### src/vcspg_params.svh
`ifndef VCSPG_PARAMS_SVH
`define VCSPG_PARAMS_SVH

// ****************************************
// register offsets
// ****************************************
`define VCSPG_ADDR_CTRL 12'h000
`define VCSPG_ADDR_SUSCODE 12'h004
`define VCSPG_ADDR_STATUS 12'h008
`define VCSPG_ADDR_SAMPLE 12'h00c

// ****************************************
// field positions
// ****************************************
`define VCSPG_CTRL_FORCE_SAMPLE 0
`define VCSPG_ST_PGOOD 0
`define VCSPG_ST_SHUTDOWN 1
`define VCSPG_ST_OVP_EN 2
`define VCSPG_ST_UVP_EN 3
`define VCSPG_ST_BLANK 4
`define VCSPG_ST_SLEWING 5
`define VCSPG_ST_SRC_LSB 6
`define VCSPG_ST_DAC_LSB 8

// ****************************************
// reset values and timing
// ****************************************
`define VCSPG_SUSCODE_RST 32'h0000_0000
`define VCSPG_VID_RST 5'h00
`define VCSPG_CLK_HZ 40000000
`define VCSPG_SLEW_HZ 150000
`define VCSPG_SLEW_DIV (`VCSPG_CLK_HZ / `VCSPG_SLEW_HZ)

`endif

### src/vcspg_pkg.sv
package vcspg_pkg;
   typedef logic [4:0] vcspg_vid_t;
   typedef enum logic [1:0] {VCSPG_SRC_SUS, VCSPG_SRC_LOGIC, VCSPG_SRC_IMP} vcspg_src_t;
   typedef enum logic [1:0] {VCSPG_PG_IDLE, VCSPG_PG_SLEW, VCSPG_PG_HOLD} vcspg_pg_t;
endpackage : vcspg_pkg

### src/vcspg_slew_tick.sv
`timescale 1ns/1ps
`include "vcspg_params.svh"
// ****************************************
// slew-rate clock tick generator
// ****************************************
module vcspg_slew_tick
   import vcspg_pkg::*;
#(
   parameter int DIV = `VCSPG_SLEW_DIV
) (
   input wire logic mclk,
   input wire logic rst_n,
   output logic tick
);
   logic [15:0] cnt_ff;
   wire logic atEnd = (cnt_ff == 16'(DIV - 1));
   wire logic [15:0] nxt_cnt = atEnd ? 16'h0000 : cnt_ff + 16'h0001;

   // free-running divider
   always_ff @(posedge mclk or negedge rst_n) begin
      if (!rst_n) begin
         cnt_ff <= 16'h0000;
         tick <= 1'b0;
      end else begin
         cnt_ff <= nxt_cnt;
         tick <= atEnd;
      end
   end
endmodule : vcspg_slew_tick

### src/vcspg_top.sv
// Local design decisions: register access over AXI4-Lite and the address map.
`timescale 1ns/1ps
`include "vcspg_params.svh"
// How it works
// - suspend select high routes suspend code
// - mux select low passes logic code
// - qualifying events trigger impedance code sampling
// - impedance comparator gives low/high per bit
// - five-bit code, input 0 is LSB
// - out-of-window feedback pulls power good low
// - power good held through slew plus one tick
// - power good low during shutdown
// - protect enable input is active low
// - undervoltage and thermal ignore protect input
// - shutdown request high means shutdown; skip high voltage is a separate input
// - slew clock period is a parameter
// - high voltage skip disables over/undervoltage protection, clears fault unless thermal
module vcspg_top
   import vcspg_pkg::*;
#(
   parameter int SLEW_DIV = `VCSPG_SLEW_DIV
) (
   input wire logic mclk,
   input wire logic rst_n,
   input wire logic suspend_select,
   input wire logic performance_mux_select,
   input wire logic [4:0] vid_code_inputs,
   input wire logic [4:0] vid_code_impedance_high,
   input wire logic [1:0] suspend_level_select_0,
   input wire logic [1:0] suspend_level_select_1,
   input wire logic overvoltage_protect_enable_n,
   input wire logic shutdown_request,
   input wire logic skip_high_voltage,
   input wire logic feedback_in_window,
   input wire logic overvoltage_detect,
   input wire logic undervoltage_detect,
   input wire logic thermal_detect,
   input wire logic slew_busy,
   input wire logic [11:0] s_axi_awaddr,
   input wire logic s_axi_awvalid,
   output logic s_axi_awready,
   input wire logic [31:0] s_axi_wdata,
   input wire logic [3:0] s_axi_wstrb,
   input wire logic s_axi_wvalid,
   output logic s_axi_wready,
   output logic [1:0] s_axi_bresp,
   output logic s_axi_bvalid,
   input wire logic s_axi_bready,
   input wire logic [11:0] s_axi_araddr,
   input wire logic s_axi_arvalid,
   output logic s_axi_arready,
   output logic [31:0] s_axi_rdata,
   output logic [1:0] s_axi_rresp,
   output logic s_axi_rvalid,
   input wire logic s_axi_rready,
   output logic [4:0] dac_code,
   output logic power_good_out,
   output logic power_good_oe,
   output logic overvoltage_protect_active,
   output logic undervoltage_protect_active,
   output logic fault_latched
);

   // ****************************************
   // slew clock
   // ****************************************
   logic slewTick;
   vcspg_slew_tick #(.DIV(SLEW_DIV)) u_tick (
      .mclk(mclk),
      .rst_n(rst_n),
      .tick(slewTick)
   );

   // ****************************************
   // bus registers
   // ****************************************
   logic [31:0] susTable_ff;
   logic forceSample_ff;
   logic awHeld_ff;
   logic wHeld_ff;
   logic [11:0] awAddr_ff;
   logic [31:0] wData_ff;
   logic [3:0] wStrb_ff;

   // write channel capture, either order
   assign s_axi_awready = !awHeld_ff && !s_axi_bvalid;
   assign s_axi_wready = !wHeld_ff && !s_axi_bvalid;
   wire logic awTake = s_axi_awvalid && s_axi_awready;
   wire logic wTake = s_axi_wvalid && s_axi_wready;
   wire logic haveAw = awHeld_ff || awTake;
   wire logic haveW = wHeld_ff || wTake;
   wire logic doWrite = haveAw && haveW && !s_axi_bvalid;
   wire logic [11:0] wrAddr = awHeld_ff ? awAddr_ff : s_axi_awaddr;
   wire logic [31:0] wrData = wHeld_ff ? wData_ff : s_axi_wdata;
   wire logic [3:0] wrStrb = wHeld_ff ? wStrb_ff : s_axi_wstrb;
   wire logic wrCtrl = (wrAddr == `VCSPG_ADDR_CTRL);
   wire logic wrSus = (wrAddr == `VCSPG_ADDR_SUSCODE);
   wire logic wrOk = wrCtrl || wrSus || (wrAddr == `VCSPG_ADDR_STATUS)
      || (wrAddr == `VCSPG_ADDR_SAMPLE);

   // byte-lane merge
   function automatic logic [31:0] merge(input logic [31:0] old, input logic [31:0] d,
                                         input logic [3:0] st);
      logic [31:0] r;
      r = old;
      for (int i = 0; i < 4; i++) begin
         if (st[i]) begin
            r[i*8 +: 8] = d[i*8 +: 8];
         end
      end
      return r;
   endfunction : merge

   wire logic [31:0] nxt_susTable = merge(susTable_ff, wrData, wrStrb);
   wire logic nxt_force = doWrite && wrCtrl && wrStrb[0] && wrData[`VCSPG_CTRL_FORCE_SAMPLE];

   // write path state
   always_ff @(posedge mclk or negedge rst_n) begin
      if (!rst_n) begin
         awHeld_ff <= 1'b0;
         wHeld_ff <= 1'b0;
         awAddr_ff <= 12'h000;
         wData_ff <= 32'h0000_0000;
         wStrb_ff <= 4'h0;
         s_axi_bvalid <= 1'b0;
         s_axi_bresp <= 2'b00;
         susTable_ff <= `VCSPG_SUSCODE_RST;
         forceSample_ff <= 1'b0;
      end else begin
         forceSample_ff <= nxt_force;
         if (doWrite) begin
            awHeld_ff <= 1'b0;
            wHeld_ff <= 1'b0;
            s_axi_bvalid <= 1'b1;
            s_axi_bresp <= wrOk ? 2'b00 : 2'b10;
            if (wrSus) begin
               susTable_ff <= nxt_susTable;
            end
         end else begin
            if (awTake) begin
               awHeld_ff <= 1'b1;
               awAddr_ff <= s_axi_awaddr;
            end
            if (wTake) begin
               wHeld_ff <= 1'b1;
               wData_ff <= s_axi_wdata;
               wStrb_ff <= s_axi_wstrb;
            end
            if (s_axi_bvalid && s_axi_bready) begin
               s_axi_bvalid <= 1'b0;
            end
         end
      end
   end

   // ****************************************
   // code selection
   // ****************************************
   logic susPrev_ff;
   logic zPrev_ff;
   logic powerUp_ff;
   vcspg_vid_t impCode_ff;
   vcspg_src_t src_ff;
   vcspg_vid_t dacCode_ff;
   logic faultLatch_ff;

   wire logic inShutdown = shutdown_request;
   // four levels per select, but only bit 0 of select 1 is used: 8 suspend codes, 2 held per byte lane
   wire logic [3:0] susIndex = {suspend_level_select_1, suspend_level_select_0};
   wire logic [1:0] susWord = susIndex[3:2];
   wire logic [1:0] susByte = susIndex[1:0];
   wire logic [7:0] susLane = susTable_ff[{susByte, 3'b000} +: 8];
   wire vcspg_vid_t susCode = susWord[0] ? susLane[7:3] ^ susLane[4:0] : susLane[4:0];
   // impedance comparator result: high means near or above 100k, low near or below 1k
   wire vcspg_vid_t sampledCode = vid_code_impedance_high;
   wire logic zRise = performance_mux_select && !zPrev_ff;
   wire logic susFall = !suspend_select && susPrev_ff && performance_mux_select;
   wire logic startSample = powerUp_ff && performance_mux_select;
   wire logic doSample = zRise || susFall || startSample || forceSample_ff;
   wire vcspg_src_t nxt_src = suspend_select ? VCSPG_SRC_SUS
      : (performance_mux_select ? VCSPG_SRC_IMP : VCSPG_SRC_LOGIC);
   wire vcspg_vid_t nxt_imp = doSample ? sampledCode : impCode_ff;
   wire vcspg_vid_t nxt_dac = (nxt_src == VCSPG_SRC_SUS) ? susCode
      : (nxt_src == VCSPG_SRC_LOGIC) ? vid_code_inputs : nxt_imp;

   // source select and latched sample
   always_ff @(posedge mclk or negedge rst_n) begin
      if (!rst_n) begin
         susPrev_ff <= 1'b0;
         zPrev_ff <= 1'b0;
         powerUp_ff <= 1'b1;
         impCode_ff <= `VCSPG_VID_RST;
         src_ff <= VCSPG_SRC_LOGIC;
         dacCode_ff <= `VCSPG_VID_RST;
      end else begin
         susPrev_ff <= suspend_select;
         zPrev_ff <= performance_mux_select;
         powerUp_ff <= 1'b0;
         impCode_ff <= nxt_imp;
         src_ff <= nxt_src;
         dacCode_ff <= nxt_dac;
      end
   end
   assign dac_code = dacCode_ff;

   // ****************************************
   // power good blanking
   // ****************************************
   vcspg_pg_t pg_ff;
   vcspg_pg_t nxt_pg;
   logic pgOut_ff;
   wire logic codeChange = (nxt_dac != dacCode_ff);

   // blanking state machine
   always_comb begin
      nxt_pg = pg_ff;
      unique case (pg_ff)
         VCSPG_PG_IDLE: begin
            if (codeChange || slew_busy) begin
               nxt_pg = VCSPG_PG_SLEW;
            end
         end
         VCSPG_PG_SLEW: begin
            if (!slew_busy && !codeChange) begin
               nxt_pg = VCSPG_PG_HOLD;
            end
         end
         VCSPG_PG_HOLD: begin
            if (codeChange || slew_busy) begin
               nxt_pg = VCSPG_PG_SLEW;
            end else if (slewTick) begin
               nxt_pg = VCSPG_PG_IDLE;
            end
         end
      endcase
      if (inShutdown) begin
         nxt_pg = VCSPG_PG_IDLE;
      end
   end

   wire logic blanking = (nxt_pg != VCSPG_PG_IDLE);
   wire logic nxt_pgOut = !inShutdown && (blanking || feedback_in_window);

   // power good register
   always_ff @(posedge mclk or negedge rst_n) begin
      if (!rst_n) begin
         pg_ff <= VCSPG_PG_IDLE;
         pgOut_ff <= 1'b0;
      end else begin
         pg_ff <= nxt_pg;
         pgOut_ff <= nxt_pgOut;
      end
   end
   // open drain: driven only when low
   assign power_good_out = 1'b0;
   assign power_good_oe = !pgOut_ff;

   // ****************************************
   // protection
   // ****************************************
   wire logic ovpOn = !overvoltage_protect_enable_n && !skip_high_voltage;
   wire logic uvpOn = !skip_high_voltage;
   wire logic tripNow = (ovpOn && overvoltage_detect) || (uvpOn && undervoltage_detect)
      || thermal_detect;

   // fault latch
   always_ff @(posedge mclk or negedge rst_n) begin
      if (!rst_n) begin
         faultLatch_ff <= 1'b0;
      end else if (skip_high_voltage) begin
         faultLatch_ff <= thermal_detect;
      end else if (tripNow) begin
         faultLatch_ff <= 1'b1;
      end
   end
   assign overvoltage_protect_active = ovpOn;
   assign undervoltage_protect_active = uvpOn;
   assign fault_latched = faultLatch_ff;

   // ****************************************
   // read path
   // ****************************************
   wire logic [31:0] statusWord = {18'h00000, dacCode_ff, 1'b0, src_ff, slew_busy,
      (pg_ff != VCSPG_PG_IDLE), uvpOn, ovpOn, inShutdown, pgOut_ff};
   wire logic [31:0] rdMux = (s_axi_araddr == `VCSPG_ADDR_CTRL) ? 32'h0000_0000
      : (s_axi_araddr == `VCSPG_ADDR_SUSCODE) ? susTable_ff
      : (s_axi_araddr == `VCSPG_ADDR_STATUS) ? statusWord
      : {27'h0000000, impCode_ff};
   wire logic rdOk = (s_axi_araddr == `VCSPG_ADDR_CTRL) || (s_axi_araddr == `VCSPG_ADDR_SUSCODE)
      || (s_axi_araddr == `VCSPG_ADDR_STATUS) || (s_axi_araddr == `VCSPG_ADDR_SAMPLE);
   assign s_axi_arready = !s_axi_rvalid;

   // read response
   always_ff @(posedge mclk or negedge rst_n) begin
      if (!rst_n) begin
         s_axi_rvalid <= 1'b0;
         s_axi_rdata <= 32'h0000_0000;
         s_axi_rresp <= 2'b00;
      end else if (s_axi_arvalid && s_axi_arready) begin
         s_axi_rvalid <= 1'b1;
         s_axi_rdata <= rdOk ? rdMux : 32'h0000_0000;
         s_axi_rresp <= rdOk ? 2'b00 : 2'b10;
      end else if (s_axi_rready) begin
         s_axi_rvalid <= 1'b0;
      end
   end
endmodule : vcspg_top

### config.mk
export PLATFORM = sky130hd
export DESIGN_NAME = vcspg_top
export DESIGN_NICKNAME = d
export VERILOG_FILES = /design/src/vcspg_pkg.sv /design/src/vcspg_slew_tick.sv /design/src/vcspg_top.sv
export VERILOG_INCLUDE_DIRS = /design/src
export SDC_FILE = /design/constraint.sdc
export NUM_CORES = 1
export LEC_CHECK = 0
export ABC_AREA = 1
export BUFFER_PORTS_ARGS = -buffer_cell sky130_fd_sc_hd__buf_2
export CAP_MARGIN = 0
export CORE_UTILIZATION = 56
export DETAILED_ROUTE_END_ITERATION = 10
export GPL_TIMING_DRIVEN = 0
export PLACE_DENSITY = 0.85
export SYNTH_ARGS = -nofsm -noshare
export SYNTH_HDL_FRONTEND = slang
export SYNTH_SLANG_ARGS = --single-unit
### constraint.sdc
create_clock -name mclk -period 2.1 [get_ports mclk]
set_input_delay 0.105 -clock mclk [delete_from_list [all_inputs] [get_ports mclk]]
set_output_delay 0.105 -clock mclk [all_outputs]
set_load 0.01 [all_outputs]
==> results.yml <==
run_status:
  status: "finished, final reports clean"
synth:
  ys_seq_area_share_pct: 51.8
  async_reset_ff_share_pct: 100
  syn_inst: 869
  ys_types: 46
  synth_ff_type: "dfrtp_1"
  synth_top_area_share_pct: 51.1
  synth_top_cells_by_area: "dfrtp_1 (51%), nand2_1 (12%), o21ai_0 (6.6%)"
  avgSynthCellArea_sq_um: 8.63
  synth_top_cell_by_area: "dfrtp_1"
  synth_edf_count: 0
  yosysWarnings: 0
  ys_seq_elements: 155
  syn-cell-area_sq_um: 7500
final_layout:
  syn2layout_area_growth_pct: 31.2
  nFillCells: 849
  post-route-util_pct: 76.7
  drive_above_1_share_pct: 23.8
  multiInputGateArea_sq_um: 3040
  antenna_cells: 0
  regArea_sq_um: 3880
  fin_area_sq_um: 9830
  nets: 1188
  final_common_cell: "nand2_1"
  mostFrequentLayoutCells: "nand2_1 (233), dfrtp_1 (151), buf_2 (136)"
drt:
  final_antenna_net_count: 0
  drt_first_pass_iters: 5
  drt-total-wl_um: 20800
  vias: 7026
  drc: 0
  routed_via_density: 5.50
  routedWlPerCell_um: 16.3
  drt_iter0_markers: 615
clock_tree:
  clk_path_buf_depth: 2
  clk_pin_slew_ns: 0.06
  cts_inserted_buffers: 17
  cts_tree: "done"
  insertion_delay_ns: 0.43
  cts_num_sinks: 155
  cts-root-buf: "clkbuf_16"
  htree_levels: 4
place:
  gp_congestion: 0.846
  post_dp_cell_area_sq_um: 8430
  detailed_place_hpwl_um: 13500
  port_buffers: 134
die:
  die_area_sq_um: 13900
  core_sq_um: 12800
  start_util_pct: 58.5
  ios: 142
  core.rowCount: 41
  dieHeight_um: 118
  fp.dieW_um: 118
pwr:
  power.share.sequential_pct: 40.1
  sw_frac_of_total_pct: 30.2
  max-vdd-ir-drop_mv: 0.671
  leakage_nw: 5.05
  clockPowerShare_pct: 38.2
  power_switching_w: 0.00287
  p_int_w: 0.00663
  combPwrFrac_pct: 21.7
  power.density_nw_per_um2: 966
sta:
  tightest_slew_ns: 0.640
  fmax_mhz: 489
  min_period_over_period_pct: 97.4
  final-max-slew-violation-count: 0
  maxSlewHeadroom_pct: 57.3
  setup_violations: 0
  fin_worst_skew_ns: 0.00660
  worst_hold_slack_ns: 0.0116
  rsz0062_at_grt: "true"
  finalHoldViolations: 0
  post-route-min-period_ns: 2.05
setup_path:
  worstPathCellList: "buf_2 > o21ai_0 > nor2_2 > nand3_2 > buf_6 > nand2_1 > o21ai_2"
  rr_startpoint: "wHeld_ff$_DFFE_PN0P_"
  critPathSlowestCell: "nor2_2"
  max_stage_delay_ns: 0.54
  crit_path_end_kind: "register"
  critPathRequiredTime_ns: 2.41
  worstSetupPathType: "reg -> reg"
  reg2reg_depth: 7
  crit_arrival_ns: 2.36
  r2r_slack_ns: 0.05
  path_max_fanout: 10
  worst_setup_path_start_kind: "register"
  r2r-end: "susTable_ff[29]$_DFFE_PN0P_"
  critPathBufInv: 2
  critPathTopFamily: "simple AND/OR/NAND/NOR gates"
global_route:
  grt_pass1_wl_um: 33500
  grt.overflow.total: 0
  grt_pass1_vias: 6773
  grt_max_degree: 89
  grt_usage_pct: 30.9
  antenna_found_initial: 0
run:
  maxCapViolCount: 0
worst_hold_path:
  holdPathStages: 3
  min_to: "wData_ff[4]$_DFFE_PN0P_"
  holdCritStartpoint: "s_axi_wdata[4]"
  hp-class: "in -> reg"
==> metal layers <==
metal | GRT usage, % | part of all wire [%]
met5 | 0 | 0
met1 | 40.4 | 41
met3 | 4.99 | 6.5
met2 | 51.4 | 50
met4 | 12.7 | 2.6
==> synthesized netlist by cell type, drive strengths merged (8+ instances only) <==
cell,instances
nor3,9
nand3,64
dfrtp,153
o21ai,124
xor2,8
o211ai,10
nand2,237
a32o,12
clkbuf,19
nand4,11
buf,15
nor2,37
inv,120
==> layout make-up <==
cell class	instances	area share [%]
timing repair buffer	201	13.7
clock inverter	12	2.46
buffer	34	2.00
tap	172	2.19
inverter	120	4.61
clock buffer	20	4.64
sequential	155	39.5
multi-input combinational	563	30.9
==> logic make-up (layout without fill, tap and decap cells) <==
| logic type | Yosys count | count (layout) | synth area share [%] |
|---|---|---|---|
| multiplexers | 11 | 11 | 1.59 |
| buffers and inverters | 154 | 387 | 8.64 |
| other | 1 | 4 | 0.0500 |
| adder cells (fa/ha/maj) | 5 | 5 | 0.834 |
| flip-flops | 155 | 155 | 51.8 |
| AND/OR/NAND/NOR | 371 | 371 | 22.0 |
| XOR/XNOR | 10 | 10 | 1.17 |
| AO/OA/AOI/OAI | 162 | 162 | 14.0 |
==> state kept, by name, summed over array words and instances (netlist names), 2 cells and up <==
name / flops
u_tick.cnt_ff: 16
impCode_ff: 5
awAddr_ff: 12
s_axi_rdata: 32
src_ff: 2
pg_ff: 2
wData_ff: 32
wStrb_ff: 4
susTable_ff: 32
dac_code: 5
==> power groups by stage <==
stage          Combinational (W)  Sequential (W)  Clock (W)
6_report                 0.00206         0.00381    0.00363
5_1_grt                  0.00230         0.00386    0.00379
4_1_cts                  0.00199         0.00378    0.00365
3_5_place_dp             0.00187         0.00383          0
3_3_place_gp             0.00180         0.00380          0
2_1_floorplan            0.00127         0.00376          0
==> how the worst max path moves through the flow <==
stage | from | slack, ns | cells after the start | to
2_1_floorplan | u_tick.cnt_ff[0]$_DFF_PN0_ | 0.30 | 12 | u_tick.cnt_ff[14]$_DFF_PN0_
6_report | wHeld_ff$_DFFE_PN0P_ | 0.05 | 7 | susTable_ff[29]$_DFFE_PN0P_
3_5_place_dp | awHeld_ff$_DFFE_PN0P_ | 0.02 | 8 | susTable_ff[21]$_DFFE_PN0P_
3_3_place_gp | rst_n | -1.32 | 1 | pgOut_ff$_DFF_PN0_
5_1_grt | wHeld_ff$_DFFE_PN0P_ | -0.08 | 7 | susTable_ff[29]$_DFFE_PN0P_
4_1_cts | awHeld_ff$_DFFE_PN0P_ | 0.0007 | 8 | susTable_ff[21]$_DFFE_PN0P_
==> tightest hold or removal path, cell delays in order <==
cell	delay (ns)
buf_2	0.11
inv_1	0.08
o21ai_0	0.10
==> per-stage QoR <==
stage	setup slack (ns)	setup TNS, ns	power [W]	cells
floorplan	0.300	0	0.00503	872
global placement	-1.32	-201.72	0.00560	1178
detailed placement	0.0237	0	0.00570	1179
CTS	0.000666	0	0.00942	1271
global route	-0.0790	-0.239	0.00995	1277
finish	0.0546	0	0.00950	1277
==> repair_timing <==
action | 4_1_cts | 5_1_grt
setup buffers | 0 | 6
hold endpoints to repair | 127 | 0
endpoints found under the setup margin | 0 | 30
hold buffers | 60 | 0
gates resized for setup | 0 | 17
Power figures use the tool's default switching activity.
